--- config.mk ---
export PLATFORM = sky130hd
export DESIGN_NAME = ilsr_responder
export DESIGN_NICKNAME = d
export VERILOG_FILES = /design/src/ilsr_pkg.sv /design/src/ilsr_resp_if.sv /design/src/ilsr_responder.sv /design/src/ilsr_word_builder.sv
export SDC_FILE = /design/constraint.sdc
export NUM_CORES = 1
export LEC_CHECK = 0
export ABC_AREA = 1
export BUFFER_PORTS_ARGS = -buffer_cell sky130_fd_sc_hd__clkbuf_2
export CAP_MARGIN = 15
export CELL_PAD_IN_SITES_DETAIL_PLACEMENT = 1
export CELL_PAD_IN_SITES_GLOBAL_PLACEMENT = 1
export CORE_ASPECT_RATIO = 2
export CORE_MARGIN = 4
export CORE_UTILIZATION = 32
export CTS_CLUSTER_SIZE = 25
export DETAILED_ROUTE_END_ITERATION = 16
export GPL_TIMING_DRIVEN = 0
export PLACE_DENSITY = 0.83
export SYNTH_ARGS = -nofsm -noshare
export SYNTH_HDL_FRONTEND = slang
export SYNTH_SLANG_ARGS = --single-unit
--- constraint.sdc ---
create_clock -name core_clk -period 1.2 [get_ports core_clk]
set_input_delay 0.24 -clock core_clk [delete_from_list [all_inputs] [get_ports core_clk]]
set_output_delay 0.24 -clock core_clk [all_outputs]
set_load 0.1 [all_outputs]
--- src/ilsr_pkg.sv ---
// Package of constants shared by the link-status responder files.
package ilsr_pkg;

  // ==========================================================================
  // Command and response type codes
  // ==========================================================================
  localparam logic [7:0] CMD_VF_ALLOC_SET  = 8'h36; // Set VF allocation command.
  localparam logic [7:0] RSP_VF_ALLOC_SET  = 8'hb6; // Its response type.
  localparam logic [7:0] CMD_LINK_STATUS   = 8'h38; // Link-status query command.
  localparam logic [7:0] RSP_LINK_STATUS   = 8'hb8; // Its response type.

  // ==========================================================================
  // Response payload word counts and field encodings
  // ==========================================================================
  localparam logic [3:0] WORDS_VF_RSP      = 4'h2; // Codes word, checksum word.
  localparam logic [3:0] WORDS_LINK_RSP    = 4'h4; // Codes, status, speed, checksum.
  localparam logic [3:0] PHYS_LINK_UP      = 4'h5; // Physical state meaning link up.
  localparam logic [3:0] STATE_ETHERNET    = 4'h0; // State code used for Ethernet.
  localparam logic [15:0] CODE_OK          = 16'h0000; // Command completed.
  localparam logic [15:0] REASON_NONE      = 16'h0000; // No reason given.

  // ==========================================================================
  // Wishbone register offsets (byte addresses) and reset values
  // ==========================================================================
  localparam logic [7:0] REG_LINK_CFG      = 8'h00; // Link type, widths, speeds.
  localparam logic [7:0] REG_LINK_STATE    = 8'h04; // Phys and logical state.
  localparam logic [7:0] REG_COUNTS        = 8'h08; // Answered command counters.
  localparam logic [31:0] LINK_CFG_RESET   = 32'h0000_0000; // Ethernet, nothing.
  localparam logic [7:0]  STATE_RESET      = 8'h00; // Ethernet states.

  // Status word bit positions.
  localparam int ACT_WIDTH_POS  = 24; // Running width nibble.
  localparam int CAP_WIDTH_POS  = 16; // Capable widths nibble.
  localparam int LINK_TYPE_POS  = 8;  // Link type bit.
  localparam int PHYS_POS       = 4;  // Physical state nibble.

  // Responder states.
  typedef enum logic [1:0] {
    ST_IDLE = 2'b00,
    ST_SEND = 2'b01
  } ilsr_state_e;

endpackage : ilsr_pkg

--- src/ilsr_resp_if.sv ---
// Interface carrying response words from the builder to the responder.
`timescale 1ns/1ps
interface ilsr_resp_if;
  logic        isLinkQuery; // High selects the link-status layout.
  logic [1:0]  wordIndex;   // Payload word to build.
  logic [31:0] wordData;    // Built payload word.
  modport builder (input isLinkQuery, input wordIndex, output wordData);
  modport user    (output isLinkQuery, output wordIndex, input wordData);
endinterface : ilsr_resp_if

--- src/ilsr_responder.sv ---
// Top of the link-status responder: command decode, response sequencing, registers.
`timescale 1ns/1ps

module ilsr_responder
  import ilsr_pkg::*;
#(
  parameter bit IB_CAPABLE = 1'b1 // Port can run as InfiniBand.
) (
  input  wire logic        core_clk,   // Clock, 40 MHz.
  input  wire logic        sys_rst,    // Synchronous reset, active high.
  input  wire logic        cmdValid,   // One-cycle pulse: a command arrived.
  input  wire logic [7:0]  cmdType,    // Command type code.
  input  wire logic        cmdBadSum,  // Command failed its checksum.
  input  wire logic        cmdBadId,   // Command identifier mismatch.
  input  wire logic [31:0] rspChecksum,// Checksum word supplied by framing.
  input  wire logic        rspReady,   // Framing accepts a word.
  output logic             rspValid,   // A response word is offered.
  output logic [7:0]       rspType,    // Response type code.
  output logic [31:0]      rspWord,    // Response payload word.
  output logic             rspLast,    // Offered word is the checksum.
  output logic             cmdDropped, // One-cycle pulse: command ignored.
  input  wire logic [31:0] wb_adr_i,   // Wishbone address.
  input  wire logic [31:0] wb_dat_i,   // Wishbone write data.
  input  wire logic [3:0]  wb_sel_i,   // Wishbone byte selects.
  input  wire logic        wb_we_i,    // Wishbone write enable.
  input  wire logic        wb_cyc_i,   // Wishbone cycle.
  input  wire logic        wb_stb_i,   // Wishbone strobe.
  output logic [31:0]      wb_dat_o,   // Wishbone read data.
  output logic             wb_ack_o    // Wishbone acknowledge.
);
  // ==========================================================================
  // Declarations
  // ==========================================================================
  ilsr_resp_if     rsp ();           // Builder link.
  ilsr_state_e     stateReg;         // Sequencer state.
  logic [1:0]      wordIdxReg;       // Word being offered.
  logic [3:0]      wordCountReg;     // Words in the current response.
  logic            linkQueryReg;     // Current response is a link query.
  logic [31:0]     linkCfgReg;       // Software link configuration.
  logic [7:0]      linkStateReg;     // Software physical/logical state.
  logic [15:0]     vfCountReg;       // VF answers given.
  logic [15:0]     linkCountReg;     // Link answers given.
  logic            accept;           // A command is taken this cycle.
  logic            isVf;             // Command is VF allocation.
  logic            isLink;           // Command is a supported link query.
  logic            wbReq;            // New Wishbone request.

  // Returns the new byte when its lane is selected, else keeps the old one.
  function automatic logic [7:0] laneMerge(input logic [7:0] oldB, input logic [7:0] newB,
                                           input logic sel);
    laneMerge = sel ? newB : oldB;
  endfunction : laneMerge

  // ==========================================================================
  // Command decode
  // ==========================================================================
  // Errored commands are dropped; the query exists only on capable parts.
  always_comb begin
    isVf   = (cmdType == CMD_VF_ALLOC_SET);
    isLink = (cmdType == CMD_LINK_STATUS) && IB_CAPABLE;
    accept = cmdValid && (stateReg == ST_IDLE) && !cmdBadSum && !cmdBadId
             && (isVf || isLink);
  end

  // ==========================================================================
  // Response sequencer
  // ==========================================================================
  // Offers words one by one until the checksum word is accepted.
  always_ff @(posedge core_clk) begin
    if (sys_rst) begin
      stateReg     <= ST_IDLE;
      wordIdxReg   <= 2'd0;
      wordCountReg <= 4'h0;
      linkQueryReg <= 1'b0;
      rspType      <= 8'h00;
    end else begin
      case (stateReg)
        ST_IDLE: begin
          if (accept) begin
            stateReg     <= ST_SEND;
            wordIdxReg   <= 2'd0;
            linkQueryReg <= isLink;
            wordCountReg <= isLink ? WORDS_LINK_RSP : WORDS_VF_RSP;
            rspType      <= isLink ? RSP_LINK_STATUS : RSP_VF_ALLOC_SET;
          end
        end
        ST_SEND: begin
          if (rspValid && rspReady) begin
            if (rspLast) begin
              stateReg <= ST_IDLE;
            end else begin
              wordIdxReg <= wordIdxReg + 2'd1;
            end
          end
        end
        default: stateReg <= ST_IDLE;
      endcase
    end
  end

  assign rsp.isLinkQuery = linkQueryReg;
  assign rsp.wordIndex   = (rspValid && rspReady && !rspLast) ? wordIdxReg + 2'd1
                                                              : wordIdxReg;

  // Builder of payload words from the configured link state.
  ilsr_word_builder u_builder (
    .rsp       (rsp),
    .linkIsIb  (linkCfgReg[0]),
    .runWidth  (linkCfgReg[7:4]),
    .capWidths (linkCfgReg[11:8]),
    .runRate   (linkCfgReg[23:16]),
    .capRates  (linkCfgReg[31:24]),
    .physState (linkStateReg[7:4]),
    .portState (linkStateReg[3:0]),
    .checksum  (rspChecksum)
  );

  // Output words are registered; the next word is loaded on each handshake.
  always_ff @(posedge core_clk) begin
    if (sys_rst) begin
      rspValid <= 1'b0;
      rspWord  <= 32'h0000_0000;
      rspLast  <= 1'b0;
    end else if (stateReg == ST_IDLE) begin
      rspValid <= accept;
      rspWord  <= {CODE_OK, REASON_NONE};
      rspLast  <= 1'b0;
    end else if (rspValid && rspReady) begin
      rspValid <= !rspLast;
      rspWord  <= rsp.wordData;
      rspLast  <= ({2'b00, wordIdxReg} + 4'h2) == wordCountReg;
    end
  end

  // Pulse for commands that are not answered.
  always_ff @(posedge core_clk) begin
    if (sys_rst) begin
      cmdDropped <= 1'b0;
    end else begin
      cmdDropped <= cmdValid && !accept;
    end
  end

  // ==========================================================================
  // Wishbone registers
  // ==========================================================================
  assign wbReq = wb_cyc_i && wb_stb_i && !wb_ack_o;

  // Writes to configuration and state; counters count accepted commands.
  always_ff @(posedge core_clk) begin
    if (sys_rst) begin
      linkCfgReg   <= LINK_CFG_RESET;
      linkStateReg <= STATE_RESET;
    end else if (wbReq && wb_we_i) begin
      if (wb_adr_i[7:0] == REG_LINK_CFG) begin
        for (int b = 0; b < 4; b++) begin
          linkCfgReg[b*8 +: 8] <= laneMerge(linkCfgReg[b*8 +: 8], wb_dat_i[b*8 +: 8],
                                            wb_sel_i[b]);
        end
      end
      if (wb_adr_i[7:0] == REG_LINK_STATE) begin
        linkStateReg <= laneMerge(linkStateReg, wb_dat_i[7:0], wb_sel_i[0]);
      end
    end
  end

  // Response counters, cleared by any write to their register.
  always_ff @(posedge core_clk) begin
    if (sys_rst) begin
      vfCountReg   <= 16'h0000;
      linkCountReg <= 16'h0000;
    end else if (wbReq && wb_we_i && wb_adr_i[7:0] == REG_COUNTS) begin
      vfCountReg   <= 16'h0000;
      linkCountReg <= 16'h0000;
    end else if (accept) begin
      if (isLink) begin
        linkCountReg <= linkCountReg + 16'h0001;
      end else begin
        vfCountReg <= vfCountReg + 16'h0001;
      end
    end
  end

  // Single-cycle acknowledge with registered read data; unmapped reads zero.
  always_ff @(posedge core_clk) begin
    if (sys_rst) begin
      wb_ack_o <= 1'b0;
      wb_dat_o <= 32'h0000_0000;
    end else begin
      wb_ack_o <= wbReq;
      wb_dat_o <= 32'h0000_0000;
      if (wbReq && !wb_we_i) begin
        case (wb_adr_i[7:0])
          REG_LINK_CFG:   wb_dat_o <= linkCfgReg & 32'hff_ff_0f_f1;
          REG_LINK_STATE: wb_dat_o <= {24'h000000, linkStateReg};
          REG_COUNTS:     wb_dat_o <= {linkCountReg, vfCountReg};
          default:        wb_dat_o <= 32'h0000_0000;
        endcase
      end
    end
  end
endmodule : ilsr_responder

--- src/ilsr_word_builder.sv ---
// Combinational builder of the response payload words.
`timescale 1ns/1ps
module ilsr_word_builder
  import ilsr_pkg::*;
(
  ilsr_resp_if.builder  rsp,          // Word request and result.
  input  wire logic     linkIsIb,     // Configured link type is InfiniBand.
  input  wire logic [3:0] runWidth,   // Running width one-hot.
  input  wire logic [3:0] capWidths,  // Capable widths.
  input  wire logic [7:0] runRate,    // Running rate one-hot.
  input  wire logic [7:0] capRates,   // Capable rates.
  input  wire logic [3:0] physState,  // Physical state.
  input  wire logic [3:0] portState,  // Logical port state.
  input  wire logic [31:0] checksum   // Checksum word supplied by framing.
);
  logic        ibUp;       // InfiniBand and physically up.
  logic [31:0] statusWord; // First status word.
  logic [31:0] speedWord;  // Second status word.

  // Gating of fields by link type and physical state; reserved bits are zero.
  always_comb begin
    ibUp       = linkIsIb && (physState == PHYS_LINK_UP);
    statusWord = '0;
    statusWord[ACT_WIDTH_POS +: 4] = ibUp ? runWidth : 4'h0;
    statusWord[CAP_WIDTH_POS +: 4] = linkIsIb ? capWidths : 4'h0;
    statusWord[LINK_TYPE_POS]      = linkIsIb;
    statusWord[PHYS_POS +: 4]      = linkIsIb ? physState : STATE_ETHERNET;
    statusWord[3:0]                = linkIsIb ? portState : STATE_ETHERNET;
    speedWord  = {8'h00, (ibUp ? runRate : 8'h00),
                  8'h00, (linkIsIb ? capRates : 8'h00)};
  end

  // Word selection; the link layout is codes, status, speed, checksum.
  always_comb begin
    rsp.wordData = '0;
    case (rsp.wordIndex)
      2'd0: rsp.wordData = {CODE_OK, REASON_NONE};
      2'd1: rsp.wordData = rsp.isLinkQuery ? statusWord : checksum;
      2'd2: rsp.wordData = speedWord;
      default: rsp.wordData = checksum;
    endcase
  end
endmodule : ilsr_word_builder
==> impl_results.md <==
- Num ports: 193
- Via count: 9689
- Largest net degree at the start of global routing: 17
- Failing checks: setup timing
- DR WL/cell: 34.0 µm
- Maximum VDD drop: 1100 µV
- Sequential area share after synthesis: 42.2%
- Max frequency: 552 MHz
- Hold WC Path Type: input port to flop
- Die Span Y: 211 µm
- Hold_buf cts: 0
- Post-synth cell types: 37
- Post-synth EDFFs: 0
- Worst skew pair latency: 0.48 ns
- Slew margin rel.: 33.4%
- Switch share: 24.9%
- CTS Buffer Depth: 2
- First-pass GRT wire length: 61.1 mm
- Async set-or-reset flop fraction in the synthesized netlist: 0%
- H-tree levels: 4
- P_sw: 2.99 mW
- Synth top area share: 42.2%
- TritonCTS clock tree: done
- IO Port Bufs: 161
- Flops & latches, synth: 139
- WP data arrival: 2.14 ns
- Tcrit/Tclk final: 151%
- Status: finished with violations
- Core area: 0.0204 mm²
- Worst Path Class, Setup: flop to flop
- Pwr/cell area: 890 mW/mm²
- Setup WS post-layout: -0.613 ns
- Post-layout util: 66.1%
- Pint: 9.00 mW
- Routability Congestion: 0.954
- WL final: 53.2 mm
- Leakage: 5.48 nW
- RSZ-0062 raised after global routing: true
- Setup crit start kind: flop
- Main flop type after synthesis: dfxtp_1
- Clk pwr share: 55.5%
- Logic pwr share: 6.3%
- Mapped Area: 0.00660 mm²
- Area grow syn2layout: 104%
- Req. time, crit path: 1.52 ns
- Worst-margin pin slew: 0.999 ns
- Residual DRC count: 0
- Die area: 0.0231 mm²
- Post-synthesis instance total: 981
- Total Routing Usage GR: 36.0%
- Total CTS buffers: 17
- Top layer in use: met4
- Synthesis warning total: 0
- Commonest non-fill, non-tap cell in the layout: nand2_1
- Root Driver: clkbuf_16
- Gr ovfl total: 0
- Syn avg cell area: 6.73 µm²
- Vias in the first global route: 10100
- Die X: 110 µm
- Hpwl dp: 20.8 mm
- Std-Cell Rows: 74
- Pre-CTS setup slack: -0.674 ns
- Nets: 1405
- M1 WL: 16.0 mm
- Crit-path max FO: 5
- First drt pass iteration count: 6
- Initial antenna violation count: 0
- Cell taking the most area after synthesis: dfxtp_1
- ANT cells: 0
- Antenna Nets Post-Route: 0
- CP endpoint kind: flop
- Final min period: 1.81 ns
- Final Setup Violations: 208
- Initial drt markers: 901
- Final Hold Fails: 0
- CTS sink count: 139
- Starting Density: 32.4%
- Most frequent cells in the layout: 209 x nand2_1, 93 x clkbuf_16, 91 x clkbuf_2
- Slew Limit Fails: 0
- Clk_skew: 0.0151 ns
- Layout cell share with drive strength beyond 1: 60.4%
- Clock slew at reported path FFs: 0.08 ns
- Met2 routed WL: 25.5 mm
- Synth area leaders: dfxtp_1 42%, nand2_1 16%, a21oi_1 7.2%
- Routed length on met3: 4.96 mm
- Reg power frac: 38.1%
- Max Cap Viol: 0
- Vias per inst: 6.20
per-stage QoR:
step	setup TNS, ns	power [mW]	hold WS [ns]	cell area [µm²]	instances
floorplan	-16.05	4.91	0.368	7020	982
global route	-55.16	12.1	0.0242	13500	1564
global placement	-61.40	5.15	0.449	8160	1409
CTS	-26.39	11.5	0.0326	12200	1524
detailed placement	-66.47	5.16	0.461	8160	1409
finish	-50.37	12.0	0.0153	13500	1564
cells by family (layout without fill, tap and decap cells):
group	Yosys count	in the layout	share of synthesized area [%]
AOI/OAI and AO/OA	171	171	13.9
xor gates and xnor gates	8	8	1.06
adders and majority gates	2	2	0.379
buffers and inverters	155	467	9.92
DFF	139	139	42.2
other	1	2	0.0568
and+or+nand+nor	505	509	32.5
registers in the layout, indices dropped and copies added, names as in the netlist:
name          count
linkCfgReg       25
wordCountReg      1
linkStateReg      8
cmdDropped        1
rspLast           1
rspWord          32
wb_dat_o         32
rspValid          1
vfCountReg       16
rspType           2
wb_ack_o          1
linkCountReg     16
wordIdxReg        2
stateReg          1
routing by layer:
metal	global-route usage [%]	vias to the layer above
met4	35.8	0
met1	31.4	4621
li1	-	3784
met2	63.5	824
met3	8.75	460
met5	0	-
worst max-delay path: stages, from the launching register on:
cell     delay, ns
dfxtp_4       0.37
nand2_4       0.07
nor2_4        0.13
nand2_4       0.11
nand2_8       0.13
buf_4         0.18
buf_16        0.15
nand3_1       0.11
a31oi_1       0.39
cell usage after synthesis (2+ instances only):
master,number
nand2_1,277
buf_4,11
xnor2_1,4
xor2_1,4
o21bai_1,7
nor2_1,90
a21oi_1,95
a31oi_1,4
nand2_2,8
nand4_1,15
clkbuf_1,14
nor3_1,6
ha_1,2
nor2_4,3
nor2_2,6
o21ai_0,51
dfxtp_1,139
nand3_1,94
inv_1,106
inv_2,3
o211ai_1,6
o22ai_1,3
buf_2,19
power by group through the flow:
stage / registers, mW / clock network, mW / logic (mW)
after detailed placement: 4.71 / 0 / 0.445
after floorplan: 4.73 / 0 / 0.180
after CTS: 4.60 / 6.31 / 0.621
after global routing: 4.57 / 6.81 / 0.768
after global placement: 4.71 / 0 / 0.436
final: 4.57 / 6.66 / 0.761
worst paths after layout:
path / from / end / slack [ns] / depth (start not counted)
setup reg to reg: rspValid$_SDFFE_PP0N_ / rspWord[26]$_SDFFE_PP0P_ / -0.61 / 8
hold reg to reg: rspWord[13]$_SDFFE_PP0P_ / rspWord[13]$_SDFFE_PP0P_ / 0.51 / 2
hold / removal: wb_dat_i[31] / linkCfgReg[31]$_SDFFE_PP0P_ / 0.02 / 3
setup / recovery: rspValid$_SDFFE_PP0N_ / rspWord[26]$_SDFFE_PP0P_ / -0.61 / 8
area by class of cell:
type                    instances  area [µm²]
clock inverters                12         244
flip-flops and latches        139        2950
repair buffers                284        3620
inverters                     110         483
fillers                      2162        6900
well taps                     266         333
clock buffers                  19         443
plain buffers                  42         433
multi-input cells             692        4960
repair_timing:
action                                  in CTS  in global routing
endpoints found under the setup margin     209                212
gates resized for setup                    535                271
pin swaps                                   62                 93
buffers inserted                            71                 47
cloned                                      13                  1
Note: power is estimated with default switching activity, not from simulation.
